--- config.mk ---
export PLATFORM = sky130hd
export DESIGN_NAME = dacc_top
export DESIGN_NICKNAME = d
export VERILOG_FILES = /design/src/rtl/dacc_pkg.sv /design/src/rtl/dacc_ch_if.sv /design/src/rtl/dacc_top.sv /design/src/rtl/dacc_channel.sv
export SDC_FILE = /design/constraint.sdc
export NUM_CORES = 1
export LEC_CHECK = 0
export BUFFER_PORTS_ARGS = -buffer_cell sky130_fd_sc_hd__buf_4
export CELL_PAD_IN_SITES_DETAIL_PLACEMENT = 0
export CELL_PAD_IN_SITES_GLOBAL_PLACEMENT = 1
export CORE_UTILIZATION = 40
export CTS_BUF_LIST = sky130_fd_sc_hd__clkbuf_4
export DETAILED_ROUTE_END_ITERATION = 6
export PLACE_DENSITY_LB_ADDON = 0.1
export SETUP_SLACK_MARGIN = 0.5
export SYNTH_ARGS = -nofsm -noshare
export SYNTH_HDL_FRONTEND = slang
export SYNTH_SLANG_ARGS = --single-unit
export TNS_END_PERCENT = 5
--- constraint.sdc ---
create_clock -name core_clk -period 2.05 [get_ports core_clk]
set_clock_uncertainty 0.05 [all_clocks]
set_input_delay 0.41 -clock core_clk [delete_from_list [all_inputs] [get_ports core_clk]]
set_output_delay 0.41 -clock core_clk [all_outputs]
set_load 0.005 [all_outputs]
--- src/rtl/dacc_pkg.sv ---
package dacc_pkg;
  // register offsets (low 16 bits of the address)
  localparam logic [15:0] HALT_OFS      = 16'hff3c;
  localparam logic [15:0] CODE0_OFS     = 16'hffa4;
  localparam logic [15:0] CODE1_OFS     = 16'hffa5;
  localparam logic [15:0] CTRL_OFS      = 16'hffa6;
  // reset values
  localparam logic [15:0] HALT_RST      = 16'h3fff;
  localparam logic [7:0]  CODE_RST      = 8'h00;
  localparam logic [7:0]  CTRL_RST      = 8'h1f;
  // control field positions
  localparam int          CH1_EN_BIT    = 7;
  localparam int          CH0_EN_BIT    = 6;
  localparam int          JOINT_BIT     = 5;
  localparam logic [7:0]  CTRL_RO_ONES  = 8'h1f;
  localparam logic [7:0]  CTRL_WR_MASK  = 8'he0;
  // halt bit position in the shared stop register
  localparam int          HALT_BIT      = 10;
  localparam logic [7:0]  UNMAPPED_DATA = 8'h00;
endpackage : dacc_pkg

--- src/rtl/dacc_ch_if.sv ---
`timescale 1ns/100ps
`default_nettype none
// per-channel control bundle between the register block and the channel stage
interface dacc_ch_if;
  logic [7:0] code;
  logic       code_wr;
  logic       conv_en;
  logic       pin_en;
  modport src (output code, output code_wr, output conv_en, output pin_en);
  modport dst (input code, input code_wr, input conv_en, input pin_en);
endinterface : dacc_ch_if
`default_nettype wire

--- src/rtl/dacc_top.sv ---
// Design decision made here: the address-and-strobe port.
`timescale 1ns/100ps
`default_nettype none
module dacc_top
  import dacc_pkg::*;
(
  input  wire logic        core_clk,
  input  wire logic        sys_rst,
  input  wire logic        clk_en,
  input  wire logic        hw_standby,
  input  wire logic        sw_standby,
  input  wire logic [15:0] reg_addr,
  input  wire logic [15:0] reg_wdata,
  input  wire logic        reg_wr,
  input  wire logic        reg_rd,
  output logic      [15:0] reg_rdata,
  output logic      [7:0]  ch0_conv_code,
  output logic      [7:0]  ch1_conv_code,
  output logic             ch0_conv_run,
  output logic             ch1_conv_run,
  output logic             ch0_conv_start,
  output logic             ch1_conv_start,
  output logic             channel0_pin_enable,
  output logic             channel1_pin_enable,
  output logic             converter_halted
);
  logic [15:0] module_halt_control_ff;
  logic [7:0]  channel0_output_code_ff;
  logic [7:0]  channel1_output_code_ff;
  logic [2:0]  ctrl_bits_ff;
  logic [15:0] rdata_ff;
  logic [7:0]  converter_output_control;
  logic        converter_halt_bit;
  logic        acc_ok;
  logic        wr_code0;
  logic        wr_code1;
  logic        wr_ctrl;
  logic        conv0_en;
  logic        conv1_en;
  logic        joint_conversion_select;

  dacc_ch_if ch0_if ();
  dacc_ch_if ch1_if ();

  // address match helper, used by both write and read decode
  function automatic logic hit(input logic [15:0] a, input logic [15:0] ofs);
    hit = (a == ofs);
  endfunction : hit

  // halt register stays reachable so software can wake the converter
  assign converter_halt_bit = module_halt_control_ff[HALT_BIT];
  assign acc_ok   = !converter_halt_bit;
  assign wr_code0 = reg_wr && acc_ok && hit(reg_addr, CODE0_OFS);
  assign wr_code1 = reg_wr && acc_ok && hit(reg_addr, CODE1_OFS);
  assign wr_ctrl  = reg_wr && acc_ok && hit(reg_addr, CTRL_OFS);

  // shared stop register; hardware standby reinitialises it, software standby not
  always_ff @(posedge core_clk)
  begin
    if (sys_rst || hw_standby)
      module_halt_control_ff <= HALT_RST;
    else if (clk_en && reg_wr && hit(reg_addr, HALT_OFS))
      module_halt_control_ff <= reg_wdata;
  end

  // code registers; sw_standby deliberately has no effect here, so outputs hold
  always_ff @(posedge core_clk)
  begin
    if (sys_rst || hw_standby)
    begin
      channel0_output_code_ff <= CODE_RST;
      channel1_output_code_ff <= CODE_RST;
    end
    else if (clk_en)
    begin
      if (wr_code0)
        channel0_output_code_ff <= reg_wdata[7:0];
      if (wr_code1)
        channel1_output_code_ff <= reg_wdata[7:0];
    end
  end

  // only the three writable control bits are stored
  always_ff @(posedge core_clk)
  begin
    if (sys_rst || hw_standby)
      ctrl_bits_ff <= CTRL_RST[7:5];
    else if (clk_en && wr_ctrl)
      ctrl_bits_ff <= reg_wdata[7:5];
  end

  assign converter_output_control = {ctrl_bits_ff, CTRL_RO_ONES[4:0]};
  assign channel1_pin_enable      = converter_output_control[CH1_EN_BIT] && acc_ok;
  assign channel0_pin_enable      = converter_output_control[CH0_EN_BIT] && acc_ok;
  assign joint_conversion_select  = converter_output_control[JOINT_BIT];

  // joint mode widens conversion, never the pins
  always_comb
  begin
    if (!channel0_pin_enable && !channel1_pin_enable)
    begin
      conv0_en = 1'b0;
      conv1_en = 1'b0;
    end
    else if (joint_conversion_select)
    begin
      conv0_en = 1'b1;
      conv1_en = 1'b1;
    end
    else
    begin
      conv0_en = channel0_pin_enable;
      conv1_en = channel1_pin_enable;
    end
  end

  // read port: data valid only the cycle after the strobe
  always_ff @(posedge core_clk)
  begin
    if (sys_rst)
      rdata_ff <= 16'h0000;
    else if (clk_en)
    begin
      if (!reg_rd)
        rdata_ff <= 16'h0000;
      else if (hit(reg_addr, HALT_OFS))
        rdata_ff <= module_halt_control_ff;
      else if (!acc_ok)
        rdata_ff <= 16'h0000;
      else if (hit(reg_addr, CODE0_OFS))
        rdata_ff <= {8'h00, channel0_output_code_ff};
      else if (hit(reg_addr, CODE1_OFS))
        rdata_ff <= {8'h00, channel1_output_code_ff};
      else if (hit(reg_addr, CTRL_OFS))
        rdata_ff <= {8'h00, converter_output_control};
      else
        rdata_ff <= {8'h00, UNMAPPED_DATA};
    end
  end
  assign reg_rdata        = rdata_ff;
  assign converter_halted = converter_halt_bit;

  // bundle each channel toward its stage
  assign ch0_if.code    = channel0_output_code_ff;
  assign ch0_if.code_wr = wr_code0;
  assign ch0_if.conv_en = conv0_en;
  assign ch0_if.pin_en  = channel0_pin_enable;
  assign ch1_if.code    = channel1_output_code_ff;
  assign ch1_if.code_wr = wr_code1;
  assign ch1_if.conv_en = conv1_en;
  assign ch1_if.pin_en  = channel1_pin_enable;

  dacc_channel u_ch0 (
    .core_clk   (core_clk),
    .sys_rst    (sys_rst),
    .clk_en     (clk_en),
    .ch         (ch0_if.dst),
    .conv_code  (ch0_conv_code),
    .conv_run   (ch0_conv_run),
    .pin_drive  (),
    .conv_start (ch0_conv_start)
  );

  dacc_channel u_ch1 (
    .core_clk   (core_clk),
    .sys_rst    (sys_rst),
    .clk_en     (clk_en),
    .ch         (ch1_if.dst),
    .conv_code  (ch1_conv_code),
    .conv_run   (ch1_conv_run),
    .pin_drive  (),
    .conv_start (ch1_conv_start)
  );

  // checks
  code_reset_a : assert property (@(posedge core_clk)
    (sys_rst || hw_standby) |=> channel0_output_code_ff == 8'h00 && channel1_output_code_ff == 8'h00)
    else $error("code not cleared");
  ctrl_reset_a : assert property (@(posedge core_clk)
    (sys_rst || hw_standby) |=> converter_output_control == 8'h1f) else $error("control reset wrong");
  ch1_gate_a : assert property (@(posedge core_clk) disable iff (sys_rst)
    channel1_pin_enable |-> ctrl_bits_ff[2]) else $error("ch1 pin without bit 7");
  ch0_gate_a : assert property (@(posedge core_clk) disable iff (sys_rst)
    channel0_pin_enable |-> ctrl_bits_ff[1]) else $error("ch0 pin without bit 6");
  joint_both_a : assert property (@(posedge core_clk) disable iff (sys_rst)
    (joint_conversion_select && (channel0_pin_enable || channel1_pin_enable)) |-> (conv0_en && conv1_en))
    else $error("joint mode not both");
  both_off_a : assert property (@(posedge core_clk) disable iff (sys_rst)
    (!channel0_pin_enable && !channel1_pin_enable) |-> !(conv0_en || conv1_en))
    else $error("conversion while both disabled");
  solo_ch0_a : assert property (@(posedge core_clk) disable iff (sys_rst)
    (!joint_conversion_select && channel0_pin_enable && !channel1_pin_enable) |-> (conv0_en && !conv1_en))
    else $error("solo ch0 gating wrong");
  swstby_hold_a : assert property (@(posedge core_clk) disable iff (sys_rst || hw_standby)
    (sw_standby && !reg_wr) |=> $stable(channel0_output_code_ff) && $stable(ctrl_bits_ff))
    else $error("state lost in software standby");
  ro_ones_a : assert property (@(posedge core_clk) disable iff (sys_rst)
    converter_output_control[4:0] == 5'h1f) else $error("low bits not ones");
  write_start_a : assert property (@(posedge core_clk) disable iff (sys_rst)
    (clk_en && wr_code0) |=> ch0_conv_start) else $error("write did not start");
  halt_block_a : assert property (@(posedge core_clk) disable iff (sys_rst || hw_standby)
    (converter_halt_bit && reg_wr && clk_en) |=> $stable(channel1_output_code_ff))
    else $error("write while halted");
endmodule : dacc_top
`default_nettype wire

--- src/rtl/dacc_channel.sv ---
`timescale 1ns/100ps
`default_nettype none
// one conversion channel: latches the code for the converter and gates the pin
module dacc_channel
  import dacc_pkg::*;
(
  input  wire logic  core_clk,
  input  wire logic  sys_rst,
  input  wire logic  clk_en,
  dacc_ch_if.dst     ch,
  output logic [7:0] conv_code,
  output logic       conv_run,
  output logic       pin_drive,
  output logic       conv_start
);
  logic [7:0] code_ff;
  logic       run_ff;
  logic       pin_ff;
  logic       start_ff;

  // code follows the register so each write reaches the converter
  always_ff @(posedge core_clk)
  begin
    if (sys_rst)
    begin
      code_ff  <= 8'h00;
      run_ff   <= 1'b0;
      pin_ff   <= 1'b0;
      start_ff <= 1'b0;
    end
    else if (clk_en)
    begin
      code_ff  <= ch.code;
      run_ff   <= ch.conv_en;
      pin_ff   <= ch.pin_en;
      start_ff <= ch.code_wr || (ch.conv_en && !run_ff);
    end
  end

  assign conv_code  = code_ff;
  assign conv_run   = run_ff;
  assign pin_drive  = pin_ff;
  assign conv_start = start_ff;

  // a driven pin always has its converter running
  pin_needs_run_a : assert property (@(posedge core_clk) disable iff (sys_rst)
    pin_drive |-> conv_run) else $error("pin driven without conversion");
  code_follow_a : assert property (@(posedge core_clk) disable iff (sys_rst)
    clk_en |=> conv_code == $past(ch.code)) else $error("code not forwarded");
endmodule : dacc_channel
`default_nettype wire

==> qor_table.md <==
| Stage | Item | Reported |
| --- | --- | --- |
| outcome | Outcome | finished clean |
| global routing | Gr ovfl total | 0 |
| route | Violation count after the first detailed-route iteration | 166 |
| global routing | First-pass GRT wire length | 13.4 mm |
| cts | Number of clock buffers inserted by TritonCTS | 9 |
| job | Maxcap violations | 0 |
| logic synthesis | Sequential cell area fraction in the yosys report | 46.3% |
| timing | Max Slew Vio Count | 0 |
| route | WL met2 | 3.78 mm |
| cts | TritonCTS sink count | 71 |
| logic synthesis | Syn nets | 387 |
| route | Highest metal layer with signal wires | met4 |
| setup path | Crit-path slowest cell | sky130_fd_sc_hd__dfxtp_4 |
| placed design | PortBufs | 76 |
| setup path | Critical Path Source Type | flop |
| logic synthesis | Gate Count Post-Synth | 348 |
| setup path | Data arrival time of the critical path | 1170 ps |
| setup path | Ordered cell list for the critical path | and2b_2 > buf_6 |
| finish | Number of nets at the end of the flow | 462 |
| floorplanning | Starting Density | 41.9% |
| setup path | Startpoint of the worst register-to-register path | module_halt_control_ff[10]$_SDFFE_PP1P_ |
| finish | Area growth from synthesis to layout | 28.8% |
| timing | Pin slew with the least headroom to its limit | 486 ps |
| setup path | Crit-path max cell delay | 400 ps |
| floorplanning | Standard cell core area | 7330 um2 |
| route | Met1 routed wirelength after detailed routing | 4.14 mm |
| hold path | Start point of the worst min-delay path | reg_wdata[12] |
| pwr | Static power due to leakage | 1.53 nW |
| timing | Setup Viol. Count Final | 0 |
| route | Number of nets with antenna violations after routing | 0 |
| cts | Worst skew pair latency | 420 ps |
| logic synthesis | Number of synthesized register bits | 71 |
| timing | Final clock period utilization by the worst path | 79.3% |
| finish | # diodes | 0 |
| placed design | Dpl hpwl | 6.26 mm |
| timing | Highest clock rate | 615 MHz |
| floorplanning | Vertical die dimension | 89.7 um |
| global routing | Pin count of the biggest net entering global routing | 24 |
| global routing | Via count of the first global-routing pass | 2,513 |
| global routing | Number of antenna violations at the first check in global routing | 0 |
| global routing | Overall Global Routing Usage | 22.8% |
| pwr | Largest vdd supply drop | 0.384 mV |
| pwr | PD cells | 708 nW/um2 |
| timing | Max-slew headroom at the worst pin | 67.5% |
| cts | H-tree level count | 3 |
| setup path | FF-to-FF path depth | 4 |
| logic synthesis | Synth Area per Inst | 8.83 um2 |
| cts | CTS Buffer Depth | 2 |
| route | Met3 layer wire length in the routed design | 613 um |
| setup path | CP required | 1590 ps |
| finish | Final core utilization | 54.0% |
| floorplanning | Site row count | 31 |
| setup path | Crit Path Class | reg2out |
| route | Aggregate routed wire length | 8.75 mm |
| logic synthesis | Synthesis Warnings | 0 |
| cts | CTS tree | done |
| timing | Number of hold-slack violations in the final timing report | 0 |
| placed design | RD Place Congestion | 0.852 |
| cts | Clock input transition at the sequential cells of the worst setup and hold paths | 120 ps |
| setup path | Flop-to-flop setup slack | 470 ps |
| setup path | Max Fanout on Critical Path | 5 |
| route | Detailed-router iteration count before antenna repair | 4 |
| timing | RSZ-0062 raised after global routing | true |
| logic synthesis | Synth Cell Area | 3070 um2 |
| setup path | Critical Path Sink Type | primary output |
| cts | CTS hold repair buffers | 0 |
| route | Routed via count divided by cell count | 5.50 |
| cts | Root Buffer | sky130_fd_sc_hd__clkbuf_4 |
| route | Routed length per instance | 16.6 um |
| setup path | RR Endpoint | ch1_if.code[6]$_SDFFE_PP0P_ |
| setup path | Kind of cell with the highest combined delay on the critical path | flip-flops |
| floorplanning | Horiz. Die Dim | 89.7 um |
| timing | Total Negative Setup Slacks | 0 ps |
| route | DRC violations left | 0 |
| finish | Fraction of layout cells with a size suffix above 1 | 28.3% |
| hold path | Hold Crit Class | in2reg |
| hold path | Hold Crit Depth | 3 |
| timing | Post-layout min period | 1630 ps |
| floorplanning | I/O pin cnt | 78 |
| route | Vias | 2,898 |
| setup path | Sum of buffers and inverters on the critical path | 1 |
| hold path | Destination of the worst hold path | module_halt_control_ff[12]$_SDFFE_PP1P_ |
| floorplanning | Overall die area | 8040 um2 |
| logic synthesis | Number of unique standard cell types used by synthesis | 37 |
==> power breakdown <==
part / switching (W) / leakage [nW] / total (W) / internal (W)
clock network: 0.000506 / 0.101 / 0.00124 / 0.000732
logic: 0.000106 / 0.854 / 0.000184 / 0.0000776
registers: 0.00000130 / 0.572 / 0.00138 / 0.00138
total: 0.000614 / 1.53 / 0.00280 / 0.00219
==> cells in the mapped netlist, drive strengths merged <==
cell type     n  area share, %
dfxtp        71             46
nand3        47            7.7
a21oi        35            5.7
o21ai        30            4.9
nor2         28            3.5
mux2i        25            8.1
nand2        24            2.9
nand4        18            4.2
clkbuf       16            2.0
buf          13            2.9
a32oi         8            2.3
o2bb2ai       8            2.3
and4          4            1.2
and2          3           0.69
and2b         2           0.57
nor2b         2           0.41
nor3          2           0.49
nor4b         2            1.3
a211oi        1           0.24
a31oi         1           0.20
and3b         1           0.29
dlygate4sd1   1           0.29
inv           1           0.12
nand3b        1           0.24
nor4          1           0.69
o31ai         1           0.24
or2           1           0.20
or3           1           0.20
==> layout make-up <==
type	instances	area, um2
repair buffers	94	713
flip-flops and latches	71	1430
multi-input cells	246	1490
inverters	1	3.75
well taps	99	124
fillers	713	3370
clock buffers	9	67.6
clock inverters	7	135
==> placed cells by master (no fill, tap or decap), drive strengths merged, types with 2 or more instances in the layout <==
master,count
a21oi,35
a32oi,8
and2,3
and2b,2
and4,4
buf,94
bufinv,4
clkbuf,9
clkinv,2
dfxtp,71
mux2i,25
nand2,24
nand3,47
nand4,18
nor2,28
nor2b,2
nor3,2
nor4b,2
o21ai,30
o2bb2ai,8
==> layer usage <==
layer	vias to the layer above	track usage (%)
li1	1427	-
met1	1335	32.6
met2	117	33.3
met3	19	3.93
met4	0	10.8
met5	-	0
==> worst reg2reg max path, stage by stage, from the launching register on <==
cell and delay, ps:
sky130_fd_sc_hd__dfxtp_4 390, sky130_fd_sc_hd__nor4b_4 330, sky130_fd_sc_hd__buf_4 220, sky130_fd_sc_hd__nand4_1 290
sky130_fd_sc_hd__mux2i_1 200
==> kinds of logic (layout without fill, tap and decap cells) <==
group,count (synthesis),after routing,synth area share [%]
AND/OR/NAND/NOR,137,137,24.5
AO/OA/AOI/OAI,84,84,15.8
buffers and inverters,31,111,5.25
flip-flops,71,71,46.3
multiplexers,25,25,8.14
==> sequential cells by signal (all words and copies together) (netlist names), 3 cells and up <==
signal / flops
u_ch0.conv_code: 8
ch0_if.code: 8
ch1_if.code: 8
reg_rdata: 16
ctrl_bits_ff: 3
u_ch1.conv_code: 8
module_halt_control_ff: 16
==> repair_timing <==
action	CTS	global route
buffers inserted	2	0
gates resized for setup	4	0
setup endpoints to repair	10	18
pin swaps	0	0
==> worst max-delay path by stage <==
stage,startpoint,end,slack (ps),depth (start not counted)
floorplan,clk_en,reg_rdata[8]$_SDFFE_PP0P_,500,6
finish,module_halt_control_ff[10]$_SDFFE_PP1P_,channel1_pin_enable,420,2
global placement,reg_addr[1],reg_rdata[6]$_SDFFE_PP0P_,270,6
global route,module_halt_control_ff[10]$_SDFFE_PP1P_,channel0_pin_enable,370,2
detailed placement,reg_addr[1],reg_rdata[7]$_SDFFE_PP0P_,260,6
CTS,module_halt_control_ff[10]$_SDFFE_PP1P_,channel1_pin_enable,410,2
==> metrics by stage <==
step                      cell area, um2  setup WS [ps]  cells  power, W  hold slack, ps
after global routing                3960            372    527   0.00290             157
after global placement              3730            265    509   0.00160             393
after detailed placement            3730            265    509   0.00160             399
after CTS                           3960            410    527   0.00282             149
after floorplan                     3080            502    348   0.00149             394
final                               3960            424    527   0.00280             169
(Power assumes the default switching activity.)
